[config.mk]
export PLATFORM = sky130hd
export DESIGN_NAME = tfs_frame_sync_ctrl
export DESIGN_NICKNAME = d
export VERILOG_FILES = /design/src/inc/tfs_pkg.sv /design/src/rtl/tfs_frame_sync_ctrl.sv
export VERILOG_INCLUDE_DIRS = /design/src /design/src/inc
export SDC_FILE = /design/constraint.sdc
export NUM_CORES = 1
export LEC_CHECK = 0
export ABC_AREA = 1
export BUFFER_PORTS_ARGS = -buffer_cell sky130_fd_sc_hd__clkbuf_2
export CORE_ASPECT_RATIO = 1.5
export CORE_MARGIN = 5
export CORE_UTILIZATION = 45
export CTS_BUF_LIST = sky130_fd_sc_hd__clkbuf_16
export CTS_CLUSTER_DIAMETER = 200
export DETAILED_ROUTE_END_ITERATION = 16
export GPL_TIMING_DRIVEN = 0
export PLACE_DENSITY_LB_ADDON = 0.05
export SLEW_MARGIN = 10
export SYNTH_ARGS = -nofsm -noshare
export SYNTH_HDL_FRONTEND = slang
export SYNTH_SLANG_ARGS = --single-unit
[constraint.sdc]
create_clock -name clock -period 2.47 [get_ports clock]
set_input_delay 0.3705 -clock clock [delete_from_list [all_inputs] [get_ports clock]]
set_output_delay 0.3705 -clock clock [all_outputs]
set_load 0.1 [all_outputs]
[src/inc/tfs_params.svh]
// register offsets, reset values and the reserved rate source code for the tdm frame sync control bank
`ifndef TFS_PARAMS_SVH
`define TFS_PARAMS_SVH
`define TFS_ADDR_W 10
`define TFS_A_SAT1_PHASE 10'h224
`define TFS_A_SAT2_STATE 10'h225
`define TFS_A_SAT2_MISS 10'h226
`define TFS_A_SAT2_MCRE 10'h228
`define TFS_A_SAT2_MCIM 10'h229
`define TFS_A_SAT2_PCRE 10'h22a
`define TFS_A_SAT2_PCIM 10'h22b
`define TFS_A_SAT2_PHASE 10'h22c
`define TFS_A_TERR_EN 10'h22d
`define TFS_A_TERR_WIN 10'h22e
`define TFS_A_TERR_PTHR 10'h22f
`define TFS_A_TERR_STHR 10'h230
`define TFS_A_TERR_SLEN 10'h231
`define TFS_A_TERR_FOUND 10'h232
`define TFS_A_TERR_LOSS 10'h233
`define TFS_A_TERR_POLYL 10'h234
`define TFS_A_TERR_POLYH 10'h235
`define TFS_A_TERR_FMT 10'h236
`define TFS_A_TERR_STATE 10'h237
`define TFS_A_TERR_FCNT 10'h239
`define TFS_A_TERR_MCRE 10'h23a
`define TFS_A_TERR_MCIM 10'h23b
`define TFS_A_TERR_PHASE 10'h23c
`define TFS_A_TERR_FALLB 10'h23f
`define TFS_A_SAT_WEN 10'h240
`define TFS_A_SAT_WST 10'h241
`define TFS_A_RATE_CTRL 10'h250
`define TFS_R_TERR_EN 5'h1f
`define TFS_R_TERR_WIN 4'h7
`define TFS_R_TERR_PTHR 7'h2c
`define TFS_R_TERR_STHR 7'h28
`define TFS_R_TERR_SLEN 5'h03
`define TFS_R_TERR_FOUND 4'h2
`define TFS_R_TERR_LOSS 4'hb
`define TFS_R_TERR_POLYL 8'h05
`define TFS_R_TERR_POLYH 4'h8
`define TFS_R_TERR_FMT 4'h0
`define TFS_R_TERR_FALLB 1'h1
`define TFS_R_SAT_WEN 8'hff
`define TFS_R_RATE_CTRL 3'h0
`define TFS_RATE_SRC_RFU 2'h3
`endif

[src/inc/tfs_pkg.sv]
// types shared by the tdm frame sync control bank
package tfs_pkg;
   // satellite branch two sync status
   typedef struct packed {
      logic [1:0] search;
      logic [1:0] dropout;
      logic [1:0] status;
      logic lock;
   } tfs_sat_state_t;
   // correlation results of one branch
   typedef struct packed {
      logic [7:0] marker_re;
      logic [7:0] marker_im;
      logic [6:0] pattern_re;
      logic [6:0] pattern_im;
   } tfs_corr_t;
   // terrestrial format control
   typedef struct packed {
      logic map_invert;
      logic offset_binary;
      logic limiter;
      logic quadrature_swap;
   } tfs_format_t;
   // terrestrial sync status codes
   typedef enum logic [1:0] {
      TFS_T_IDLE = 2'h0,
      TFS_T_PRESYNC = 2'h1,
      TFS_T_SYNC = 2'h2,
      TFS_T_UNLOCK = 2'h3
   } tfs_terr_status_t;
   // terrestrial tracker states, one-hot
   typedef enum logic [2:0] {
      TFS_ST_HUNT = 3'h1,
      TFS_ST_PRE = 3'h2,
      TFS_ST_LOCK = 3'h4
   } tfs_track_t;
endpackage : tfs_pkg

[src/rtl/tfs_frame_sync_ctrl.sv]
// tdm frame sync control and status register bank with terrestrial sync tracker
//
// Decided for this implementation: strobed register access.
`timescale 1ns/1ps
`include "tfs_params.svh"
`default_nettype none
module tfs_frame_sync_ctrl #(
   parameter int DATA_W = 8
) (
   // clock and reset
   input wire logic clock,
   input wire logic resetn,
   // register port
   input wire logic [`TFS_ADDR_W-1:0] reg_addr,
   input wire logic [7:0] reg_wdata,
   input wire logic reg_write,
   input wire logic reg_read,
   output logic [7:0] reg_rdata,
   // satellite status from the decoder
   input wire tfs_pkg::tfs_sat_state_t sat2_state_in,
   input wire logic [3:0] sat2_miss_in,
   input wire tfs_pkg::tfs_corr_t sat2_corr_in,
   input wire logic [1:0] sat1_phase_in,
   input wire logic [1:0] sat2_phase_in,
   input wire logic [1:0] sat_invalid_pattern,
   input wire logic [1:0] sat_cycle_slip,
   input wire logic [1:0] sat_weight_active,
   // terrestrial stream
   input wire logic terr_marker_slot,
   input wire logic terr_in_window,
   input wire logic [6:0] terr_corr_mag,
   input wire logic [7:0] terr_corr_re,
   input wire logic [7:0] terr_corr_im,
   input wire logic [1:0] terr_phase_in,
   input wire logic terr_data_valid,
   input wire logic [DATA_W-1:0] terr_data_i,
   input wire logic [DATA_W-1:0] terr_data_q,
   // controls out
   output logic [4:0] terr_enables,
   output logic [3:0] terr_window_width,
   output logic [11:0] terr_poly,
   output logic terr_restart_search,
   output logic [DATA_W-1:0] terr_out_i,
   output logic [DATA_W-1:0] terr_out_q,
   output logic terr_out_valid,
   output logic [1:0] sat_weight_zero,
   output logic [1:0] sat_weight_fifo_enable,
   output logic [1:0] sat_weight_calc_enable,
   output logic rate_channel_enable,
   output logic [1:0] rate_channel_source
);

   ////////////////////////////////////////////////////////////////////////////
   // writable registers
   logic [4:0] en_r, next_en_r;
   logic [3:0] win_r, next_win_r;
   logic [6:0] pthr_r, next_pthr_r;
   logic [6:0] sthr_r, next_sthr_r;
   logic [4:0] slen_r, next_slen_r;
   logic [3:0] found_r, next_found_r;
   logic [3:0] loss_r, next_loss_r;
   logic [7:0] polyl_r, next_polyl_r;
   logic [3:0] polyh_r, next_polyh_r;
   tfs_pkg::tfs_format_t fmt_r, next_fmt_r;
   logic fallb_r, next_fallb_r;
   logic [7:0] wen_r, next_wen_r;
   logic [2:0] rate_r, next_rate_r;
   always_comb begin
      next_en_r = en_r;
      next_win_r = win_r;
      next_pthr_r = pthr_r;
      next_sthr_r = sthr_r;
      next_slen_r = slen_r;
      next_found_r = found_r;
      next_loss_r = loss_r;
      next_polyl_r = polyl_r;
      next_polyh_r = polyh_r;
      next_fmt_r = fmt_r;
      next_fallb_r = fallb_r;
      next_wen_r = wen_r;
      next_rate_r = rate_r;
      if (reg_write) begin
         case (reg_addr)
            `TFS_A_TERR_EN: next_en_r = reg_wdata[4:0];
            `TFS_A_TERR_WIN: next_win_r = reg_wdata[3:0];
            `TFS_A_TERR_PTHR: next_pthr_r = reg_wdata[6:0];
            `TFS_A_TERR_STHR: next_sthr_r = reg_wdata[6:0];
            `TFS_A_TERR_SLEN: next_slen_r = reg_wdata[4:0];
            `TFS_A_TERR_FOUND: next_found_r = reg_wdata[3:0];
            `TFS_A_TERR_LOSS: next_loss_r = reg_wdata[3:0];
            `TFS_A_TERR_POLYL: next_polyl_r = reg_wdata;
            `TFS_A_TERR_POLYH: next_polyh_r = reg_wdata[3:0];
            `TFS_A_TERR_FMT: next_fmt_r = reg_wdata[3:0];
            `TFS_A_TERR_FALLB: next_fallb_r = reg_wdata[0];
            `TFS_A_SAT_WEN: next_wen_r = reg_wdata;
            `TFS_A_RATE_CTRL: next_rate_r = reg_wdata[2:0];
            default: ;
         endcase
      end
   end
   always_ff @(posedge clock) begin
      if (!resetn) begin
         en_r <= `TFS_R_TERR_EN;
         win_r <= `TFS_R_TERR_WIN;
         pthr_r <= `TFS_R_TERR_PTHR;
         sthr_r <= `TFS_R_TERR_STHR;
         slen_r <= `TFS_R_TERR_SLEN;
         found_r <= `TFS_R_TERR_FOUND;
         loss_r <= `TFS_R_TERR_LOSS;
         polyl_r <= `TFS_R_TERR_POLYL;
         polyh_r <= `TFS_R_TERR_POLYH;
         fmt_r <= `TFS_R_TERR_FMT;
         fallb_r <= `TFS_R_TERR_FALLB;
         wen_r <= `TFS_R_SAT_WEN;
         rate_r <= `TFS_R_RATE_CTRL;
      end else begin
         en_r <= next_en_r;
         win_r <= next_win_r;
         pthr_r <= next_pthr_r;
         sthr_r <= next_sthr_r;
         slen_r <= next_slen_r;
         found_r <= next_found_r;
         loss_r <= next_loss_r;
         polyl_r <= next_polyl_r;
         polyh_r <= next_polyh_r;
         fmt_r <= next_fmt_r;
         fallb_r <= next_fallb_r;
         wen_r <= next_wen_r;
         rate_r <= next_rate_r;
      end
   end
   ////////////////////////////////////////////////////////////////////////////
   // terrestrial sync tracker
   tfs_pkg::tfs_track_t st, next_st;
   logic [4:0] slot_cnt, next_slot_cnt;
   logic [3:0] hit_cnt, next_hit_cnt;
   logic [3:0] miss_cnt, next_miss_cnt;
   logic restart, next_restart;
   logic pre_hit, sync_hit, slot_used;
   // presync hit at or above threshold
   assign pre_hit = terr_corr_mag >= pthr_r;
   // sync hit at or above threshold
   assign sync_hit = terr_corr_mag >= sthr_r;
   // once found, only slots inside the window count
   assign slot_used = terr_marker_slot && en_r[0] && (st == tfs_pkg::TFS_ST_HUNT || terr_in_window);
   always_comb begin
      next_st = st;
      next_slot_cnt = slot_cnt;
      next_hit_cnt = hit_cnt;
      next_miss_cnt = miss_cnt;
      next_restart = 1'b0;
      if (slot_used) begin
         case (st)
            tfs_pkg::TFS_ST_HUNT: begin
               if (pre_hit) begin
                  next_st = tfs_pkg::TFS_ST_PRE;
                  next_slot_cnt = 5'h0;
                  next_hit_cnt = 4'h0;
               end
            end
            tfs_pkg::TFS_ST_PRE: begin
               // found count saturates at loss limit
               if (sync_hit && hit_cnt < loss_r) next_hit_cnt = hit_cnt + 4'h1;
               next_slot_cnt = slot_cnt + 5'h1;
               // judged after the programmed number of positions
               if (next_slot_cnt >= slen_r) begin
                  if (next_hit_cnt < found_r) begin
                     next_st = tfs_pkg::TFS_ST_HUNT;
                     next_restart = 1'b1;
                  end else begin
                     next_st = tfs_pkg::TFS_ST_LOCK;
                     next_miss_cnt = 4'h0;
                  end
               end
            end
            tfs_pkg::TFS_ST_LOCK: begin
               if (sync_hit) next_miss_cnt = 4'h0;
               else next_miss_cnt = miss_cnt + 4'h1;
               // consecutive misses reaching limit restart search
               if (!sync_hit && next_miss_cnt >= loss_r) begin
                  next_restart = 1'b1;
                  next_st = fallb_r ? tfs_pkg::TFS_ST_PRE : tfs_pkg::TFS_ST_HUNT;
                  next_slot_cnt = 5'h0;
                  next_hit_cnt = 4'h0;
               end
            end
            default: next_st = tfs_pkg::TFS_ST_HUNT;
         endcase
      end
      if (!en_r[0]) next_st = tfs_pkg::TFS_ST_HUNT;
   end
   always_ff @(posedge clock) begin
      if (!resetn) begin
         st <= tfs_pkg::TFS_ST_HUNT;
         slot_cnt <= 5'h0;
         hit_cnt <= 4'h0;
         miss_cnt <= 4'h0;
         restart <= 1'b0;
      end else begin
         st <= next_st;
         slot_cnt <= next_slot_cnt;
         hit_cnt <= next_hit_cnt;
         miss_cnt <= next_miss_cnt;
         restart <= next_restart;
      end
   end

   logic [2:0] terr_state;
   always_comb begin
      case (st)
         tfs_pkg::TFS_ST_PRE: terr_state = {tfs_pkg::TFS_T_PRESYNC, 1'b0};
         tfs_pkg::TFS_ST_LOCK: terr_state = {tfs_pkg::TFS_T_SYNC, 1'b1};
         default: terr_state = {(restart ? tfs_pkg::TFS_T_UNLOCK : tfs_pkg::TFS_T_IDLE), 1'b0};
      endcase
   end
   ////////////////////////////////////////////////////////////////////////////
   // terrestrial formatter
   logic [DATA_W-1:0] fi, fq, next_out_i, next_out_q;
   function automatic logic [DATA_W-1:0] fmt_word(input logic [DATA_W-1:0] w,
                                                  input tfs_pkg::tfs_format_t f);
      logic [DATA_W-1:0] v;
      v = f.map_invert ? ~w : w;
      if (f.limiter) v = v[DATA_W-1] ? {DATA_W{1'b1}} : {v[DATA_W-2:0], 1'b0};
      // offset binary flips the sign bit
      if (f.offset_binary) v[DATA_W-1] = ~v[DATA_W-1];
      return v;
   endfunction : fmt_word
   always_comb begin
      fi = fmt_r.quadrature_swap ? terr_data_q : terr_data_i;
      fq = fmt_r.quadrature_swap ? terr_data_i : terr_data_q;
      next_out_i = terr_out_i;
      next_out_q = terr_out_q;
      if (terr_data_valid && en_r[1]) begin
         next_out_i = fmt_word(fi, fmt_r);
         next_out_q = fmt_word(fq, fmt_r);
      end
   end
   ////////////////////////////////////////////////////////////////////////////
   // outputs and read mux
   logic [7:0] next_rdata;
   logic [1:0] next_zero;
   logic next_rate_en;
   always_comb begin
      // zero weights on enabled invalid pattern or slip
      next_zero[0] = (wen_r[3] & sat_invalid_pattern[0]) | (wen_r[2] & sat_cycle_slip[0]);
      next_zero[1] = (wen_r[7] & sat_invalid_pattern[1]) | (wen_r[6] & sat_cycle_slip[1]);
      next_rdata = 8'h00;
      if (reg_read) begin
         case (reg_addr)
            `TFS_A_SAT1_PHASE: next_rdata = {6'h00, sat1_phase_in};
            `TFS_A_SAT2_STATE: next_rdata = {1'b0, sat2_state_in};
            `TFS_A_SAT2_MISS: next_rdata = {4'h0, sat2_miss_in};
            `TFS_A_SAT2_MCRE: next_rdata = sat2_corr_in.marker_re;
            `TFS_A_SAT2_MCIM: next_rdata = sat2_corr_in.marker_im;
            `TFS_A_SAT2_PCRE: next_rdata = {1'b0, sat2_corr_in.pattern_re};
            `TFS_A_SAT2_PCIM: next_rdata = {1'b0, sat2_corr_in.pattern_im};
            `TFS_A_SAT2_PHASE: next_rdata = {6'h00, sat2_phase_in};
            `TFS_A_TERR_EN: next_rdata = {3'h0, en_r};
            `TFS_A_TERR_WIN: next_rdata = {4'h0, win_r};
            `TFS_A_TERR_PTHR: next_rdata = {1'b0, pthr_r};
            `TFS_A_TERR_STHR: next_rdata = {1'b0, sthr_r};
            `TFS_A_TERR_SLEN: next_rdata = {3'h0, slen_r};
            `TFS_A_TERR_FOUND: next_rdata = {4'h0, found_r};
            `TFS_A_TERR_LOSS: next_rdata = {4'h0, loss_r};
            `TFS_A_TERR_POLYL: next_rdata = polyl_r;
            `TFS_A_TERR_POLYH: next_rdata = {4'h0, polyh_r};
            `TFS_A_TERR_FMT: next_rdata = {4'h0, fmt_r};
            `TFS_A_TERR_STATE: next_rdata = {5'h00, terr_state};
            `TFS_A_TERR_FCNT: next_rdata = {4'h0, hit_cnt};
            `TFS_A_TERR_MCRE: next_rdata = terr_corr_re;
            `TFS_A_TERR_MCIM: next_rdata = terr_corr_im;
            `TFS_A_TERR_PHASE: next_rdata = {6'h00, terr_phase_in};
            `TFS_A_TERR_FALLB: next_rdata = {7'h00, fallb_r};
            `TFS_A_SAT_WEN: next_rdata = wen_r;
            `TFS_A_SAT_WST: next_rdata = {6'h00, sat_weight_active};
            `TFS_A_RATE_CTRL: next_rdata = {5'h00, rate_r};
            default: next_rdata = 8'h00;
         endcase
      end
   end
   always_ff @(posedge clock) begin
      if (!resetn) begin
         reg_rdata <= 8'h00;
         terr_out_i <= '0;
         terr_out_q <= '0;
         terr_out_valid <= 1'b0;
         sat_weight_zero <= 2'h0;
         terr_restart_search <= 1'b0;
         rate_channel_enable <= 1'b0;
      end else begin
         reg_rdata <= next_rdata;
         terr_out_i <= next_out_i;
         terr_out_q <= next_out_q;
         terr_out_valid <= terr_data_valid & en_r[1];
         sat_weight_zero <= next_zero;
         terr_restart_search <= next_restart;
         rate_channel_enable <= next_rate_en;
      end
   end

   // registers feed these directly, so they are flop outputs
   assign terr_enables = en_r;
   assign terr_window_width = win_r;
   assign terr_poly = {polyh_r, polyl_r};
   // fifo and calc enables per satellite
   assign sat_weight_fifo_enable = {wen_r[5], wen_r[1]};
   assign sat_weight_calc_enable = {wen_r[4], wen_r[0]};
   // reserved source keeps the channel off
   assign next_rate_en = next_rate_r[0] & (next_rate_r[2:1] != `TFS_RATE_SRC_RFU);
   assign rate_channel_source = rate_r[2:1];
endmodule : tfs_frame_sync_ctrl
`default_nettype wire

==> flow_summary.ini, run 1 <==
[cts]
clk_latency_ns = 0.36
cts_tree = done
cts_buffers = 9
cts_num_sinks = 109
htree_levels = 3
clk_pin_slew_ns = 0.07
clk_path_buf_depth = 2
cts_root_buf = clkbuf_16
hold_buffers = 0

[logic_synthesis]
ys_ff_latch = 109
yosysTopAreaCellShare_pct = 32.7
synth_cells = 950
synth_largest_area_cell = dfxtp_1
netlist_area_um2 = 6680
postSynthAreaPerCell_um2 = 7.03
yosysMostFrequentCell = nand2_1
yosysSeqAreaShare_pct = 32.7
synth_edf_count = 0
synthArstFlopShare_pct = 0
yosysWarnings = 0
yosysUniqueCellTypes = 46
synth_area_leaders = dfxtp_1 33%, nand2_1 9.3%, o21ai_0 7.5%
ys_top_cells_by_count = 166 x nand2_1, 130 x inv_1, 109 x dfxtp_1
yosys_most_used_dff = dfxtp_1
syn_nets = 1099

[power_and_ir_drop]
pwr-share-clk_pct = 33.8
p_comb_share_pct = 21.5
p_total_mw = 4.12
power.internal_mw = 2.76
p_leak_nw = 4.06
pwr-share-seq_pct = 44.7
p_sw_mw = 1.37
pwr_density_cell_nw_per_um2 = 491
swShare_pct = 33.1
vdd_drop_max_uv = 373

[cells_and_area]
nFillCells = 1524
areaGrowthSynthToFinish_pct = 25.7
final_nets = 1294
antenna_cells = 0
drive_gt1_share_pct = 27.2

[floorplanning]
dieArea_um2 = 17400
start_util_pct = 45.8
core_area_um2 = 14600
num_rows = 54
die_x_um = 110
die_h_um = 159
io-pin-count = 173

[timing]
rsz0062_at_grt = true
min_period_over_period_pct = 109
whs_ns = 0.242
fmax_mhz = 372
period_minus_slack_ns = 2.69
fin_worst_skew_ns = 0.00584
worst_pin_slew_ns = 0.980
maxSlewHeadroom_pct = 34.1
maxSlewViolCount = 0
setup_ws_ns = -0.221
setup_violations = 17
hold_viol_final = 0

[run_status]
run_status = complete, but fails checks
violations = setup timing

[setup_path]
r2r-start = sthr_r[2]
rr_endpoint = slot_cnt[4]
path_cells = inv_2, ha_4, nand2_2, inv_2, nand2_2, nand2_2, nand2_4, nand2_8, nor2_4, ha_4, inv_2, nor2_1, o211ai_1, a31o_1, nand2_2, nand3_4, nor2_4, buf_6, nand3_1, a21oi_1
reg2reg_slack_ns = -0.22
critPathRequiredTime_ns = 2.75
crit_arrival_ns = 2.97
crit_path_end_kind = flop
cp_max_fo = 8
worst_path_max_delay_cell = dfxtp_2
rr_worst_depth = 20
cpMostUsedCell = nand2_2
critPathLaunchType = flop
path_buf_inv = 4
worstSetupPathType = reg -> reg
cpPeakStageDelay_ns = 0.35
crit_family = simple AND/OR/NAND/NOR gates

[place]
hpwl_um = 21100
gp_congestion = 0.995
port_buffers = 171

[global_routing]
first_global_vias = 7227
antenna_found_initial = 0
grt_max_degree = 18
grt_usage_pct = 29.8
grt-ovfl-total = 0
grt_pass1_wl_um = 39400

[job]
cap_violations = 0

[worst_hold_path]
min_from = sat_invalid_pattern[1]
hold_end = sat_weight_zero[1]
min_path_cells = 3
hold_path_class = in -> reg

[route]
via_per_inst = 5.55
wl_um = 26500
routed-via-count = 7470
drcViolationCount = 0
first_pass_iters = 5
post_drt_wl_per_cell_um = 19.7
drt_iter0_markers = 465
detail-route-antenna-nets = 0
-- kinds of logic (layout without fill, tap and decap cells) --
family                     after synthesis  after routing  synth area share, %
buffers and inverters                  175            375                 10.5
adders and majority gates               32             32                 5.99
and+or+nand+nor                        347            347                 23.9
xor gates and xnor gates                23             23                 3.01
AOI/OAI and AO/OA                      262            262                 23.6
muxes                                    2              2                0.318
DFF                                    109            109                 32.7
-- final cells by class --
type	instances	area [um2]	area share (%)
clock inverters	7	41.3	0.491
repair buffers	184	957	11.4
flip-flops and latches	109	2190	26.1
well taps	196	245	2.92
multi-input cells	666	4040	48.1
clock buffers	9	225	2.68
plain buffers	36	180	2.14
inverters	139	522	6.21
-- layout by cell type (no fill, tap or decap), drive strengths merged, types with 4 or more instances in the layout --
master  instances
a21oi          64
a221oi         16
nor3           15
a31oi          14
o221ai          5
o22ai           6
clkinv          5
xor2           20
nand2         170
a22oi           5
or2             5
nor4            7
o211ai         33
buf            29
a22o            4
o21ai         100
ha             32
nand3          44
dfxtp         109
nor2           78
clkbuf        200
inv           139
nand4          26
-- sequential cells by signal (all words and copies together) (netlist names), 2 cells and up --
register           cells
reg_rdata              8
sthr_r                 7
fmt_r                  4
st                     3
terr_out_q             8
slen_r                 5
miss_cnt               4
polyh_r                4
sat_weight_zero        2
pthr_r                 7
loss_r                 4
terr_out_i             8
slot_cnt               5
found_r                4
terr_enables           5
hit_cnt                4
terr_window_width      4
rate_r                 3
polyl_r                8
wen_r                  8
-- metrics by stage --
| stage | util (%) | cell area, um2 | worst slack [ns] | TNS, ns | cells |
|---|---|---|---|---|---|
| final | 57.6 | 8400 | -0.221 | -2.55 | 1346 |
| after global routing | 57.6 | 8400 | -0.380 | -5.13 | 1346 |
| after detailed placement | 53.5 | 7800 | -0.623 | -8.63 | 1317 |
| after floorplan | - | 6700 | 0.00321 | 0 | 950 |
| after global placement | 53.5 | 7800 | -0.586 | -8.20 | 1317 |
| after CTS | 56.9 | 8300 | -0.202 | -2.06 | 1342 |
-- power groups by stage --
stage                     clock network, mW  logic, mW  registers, mW
final                                  1.39      0.886           1.84
after global routing                   1.46      0.955           1.85
after CTS                              1.39      0.855           1.84
after floorplan                           0      0.352           2.03
after detailed placement                  0      0.790           1.88
after global placement                    0      0.786           1.88
-- worst reg2reg max path: stages (launching register included) --
cell      delay (ns)
dfxtp_2         0.35
inv_2           0.06
ha_4            0.27
nand2_2         0.05
inv_2           0.04
nand2_2         0.05
nand2_2         0.09
nand2_4         0.07
nand2_8         0.13
nor2_4          0.07
ha_4            0.26
inv_2           0.02
nor2_1          0.08
o211ai_1        0.09
a31o_1          0.21
nand2_2         0.10
nand3_4         0.09
nor2_4          0.20
buf_6           0.16
nand3_1         0.07
a21oi_1         0.15
-- worst max-delay path by stage --
stage | start | to | slack [ns] | cells past startpoint
final | sthr_r[2] | slot_cnt[4] | -0.22 | 20
after global routing | sthr_r[2] | miss_cnt[0] | -0.38 | 22
after CTS | sthr_r[2] | slot_cnt[4] | -0.20 | 20
after detailed placement | terr_corr_mag[0] | hit_cnt[3] | -0.62 | 19
after global placement | terr_corr_mag[2] | hit_cnt[3] | -0.59 | 18
after floorplan | terr_corr_mag[0] | slot_cnt[0] | 0.003 | 19
-- routing by layer --
| layer | part of all wire [%] | vias to the layer above | GRT usage (%) |
|---|---|---|---|
| met2 | 49 | 313 | 50.6 |
| li1 | - | 3641 | - |
| met3 | 6.1 | 79 | 4.02 |
| met4 | 5.7 | 0 | 16.5 |
| met1 | 39 | 3437 | 35.5 |
| met5 | 0 | - | 0 |
-- what timing repair did --
action                     CTS  global route
gates resized for setup     43            23
pin swaps                   12            17
setup endpoints to repair   17            17
cloned                       1             0
buffers inserted             8             4
Power figures use the tool's default switching activity.
==> run 2: changes to the inputs <==
- clock period: 2.47 -> 2.3 ns (I/O delays scaled with it)
==> run 2 against run 1 <==
  * The run still ends with setup timing left
  * Clock power up 14%
  * Register-to-register slack worse by 0.20 ns
  * Global-route usage up 0.16 points
  * Combinational power up 12%
  * Critical path depth unchanged
  * Design area up 2.3%
  * Highest routed layer unchanged
==> flow_summary.ini, run 2 (synthesis results as in run 1) <==
[run_status]
run_status = complete, but fails checks
violations = setup timing

[route]
first_pass_iters = 5
wl_met2_um = 13300
detail-route-antenna-nets = 0
routed-via-count = 7596
via_per_inst = 5.63
post_drt_wl_per_cell_um = 19.8
drt_iter0_markers = 499
drcViolationCount = 0
top_layer_used = met4
wl_um = 26700
met1_length_um = 10300
route.met3.wl_um = 1840

[cts]
clk_pin_slew_ns = 0.07
cts_root_buf = clkbuf_16
clk_latency_ns = 0.35
htree_levels = 3
clk_path_buf_depth = 2
cts_buffers = 9
cts_num_sinks = 109
cts_tree = done

[setup_path]
cp_max_fo = 8
startpoint = sthr_r[2]
path_buf_inv = 4
reg2reg_slack_ns = -0.42
crit_arrival_ns = 2.99
r2r-start = sthr_r[2]
rr_worst_depth = 20
critPathLaunchType = flop
cpPeakStageDelay_ns = 0.34
crit_family = simple AND/OR/NAND/NOR gates
rr_endpoint = slot_cnt[3]
worstSetupPathType = reg -> reg
critPathRequiredTime_ns = 2.57
worst_path_max_delay_cell = dfxtp_2
crit_path_end_kind = flop
path_cells = inv_2, ha_4, nand2_2, inv_2, nand2_2, nand2_4, nand2_4, nand2_8, nor2_4, ha_4, inv_2, nor2_2, o211ai_1, a31o_1, nand2_2, nand3_4, nor2_4, buf_6, nand3_1, a21oi_1

[cells_and_area]
final_common_cell = clkbuf_2
nFillCells = 1480
drive_gt1_share_pct = 28.7
final_util_pct = 58.9
fin_cells = 1350
antenna_cells = 0
final_cell_mix = 171 x clkbuf_2, 151 x nand2_1, 117 x inv_1, 100 x dfxtp_1, 95 x o21ai_0
areaGrowthSynthToFinish_pct = 28.6
final_nets = 1299

[floorplanning]
die_x_um = 110
dieArea_um2 = 17400
num_rows = 54
io-pin-count = 173
start_util_pct = 45.8
die_h_um = 159
core_area_um2 = 14600

[timing]
setup_ws_ns = -0.418
fin_worst_skew_ns = 0.00728
worst_pin_slew_ns = 0.915
min_period_over_period_pct = 118
period_minus_slack_ns = 2.72
fmax_mhz = 368
hold_viol_final = 0
maxSlewHeadroom_pct = 38.5
maxSlewViolCount = 0
rsz0062_at_grt = true
setup_violations = 17

[global_routing]
grt-ovfl-total = 0
grt_pass1_wl_um = 40300
antenna_found_initial = 0
grt_usage_pct = 30.0
grt_max_degree = 18
first_global_vias = 7332

[place]
dp_cells = 1317
hpwl_um = 21100
port_buffers = 171
gp_congestion = 1.07

[power_and_ir_drop]
vdd_drop_max_uv = 383
pwr_density_cell_nw_per_um2 = 530
p_total_mw = 4.56
p_leak_nw = 4.12

[worst_hold_path]
hold_end = sat_weight_zero[0]
min_from = sat_cycle_slip[0]
hold_path_class = in -> reg
min_path_cells = 3

[job]
cap_violations = 0
run 2: changes by cell type in the layout (fill, tap and decap cells not counted), sizes merged:
cell / change
buf: +5
bufinv: +1
clkinv: -1
clkinvlp: -1
run 2: stage by stage:
stage / setup TNS, ns / setup WS (ns) / area [um2] / hold slack [ns]
3_3_place_gp: -13.04 / -0.737 / 7870 / 0.462
6_report: -5.60 / -0.418 / 8600 / 0.220
4_1_cts: -5.77 / -0.409 / 8330 / 0.225
3_5_place_dp: -12.82 / -0.756 / 7870 / 0.468
2_1_floorplan: -0.622 / -0.0855 / 6770 / 0.445
5_1_grt: -7.85 / -0.551 / 8600 / 0.222
run 2: final cells by class:
type	instances	area [um2]	area share, %
multi-input cells	666	4160	48.4
flip-flops and latches	109	2200	25.6
repair buffers	189	998	11.6
inverters	139	524	6.10
well taps	196	245	2.85
clock buffers	9	225	2.62
plain buffers	36	180	2.10
clock inverters	6	65.1	0.757
run 2: tightest hold or removal path: stages:
cell      delay, ns
clkbuf_2       0.08
nand2_1        0.05
a21oi_1        0.05
run 2: worst max path at each step:
| stage | to | depth (start not counted) |
|---|---|---|
| 6_report | slot_cnt[3] | 20 |
| 5_1_grt | slot_cnt[1] | 20 |
| 4_1_cts | slot_cnt[1] | 20 |
| 3_5_place_dp | hit_cnt[3] | 20 |
| 3_3_place_gp | hit_cnt[3] | 20 |
| 2_1_floorplan | slot_cnt[0] | 20 |
run 2: timing repair:
| item | 4_1_cts | 5_1_grt |
|---|---|---|
| setup buffers | 10 | 7 |
| pin swaps | 14 | 33 |
| gates cloned | 1 | 0 |
| setup endpoints to repair | 17 | 19 |
| resized for setup | 23 | 59 |
| hold buffers | 0 | 0 |
run 2: report_power, final:
group / internal [mW] / switching, mW / leakage [nW]
combinational: 0.317 / 0.677 / 3.09
sequential: 1.93 / 0.0450 / 0.887
clock: 0.843 / 0.742 / 0.142
total: 3.09 / 1.46 / 4.12
run 2: layer usage:
metal,vias to the layer above,global-route usage [%]
li1,3655,-
met1,3558,36.1
met2,316,51.3
met3,67,4.34
met4,0,14.4
met5,-,0
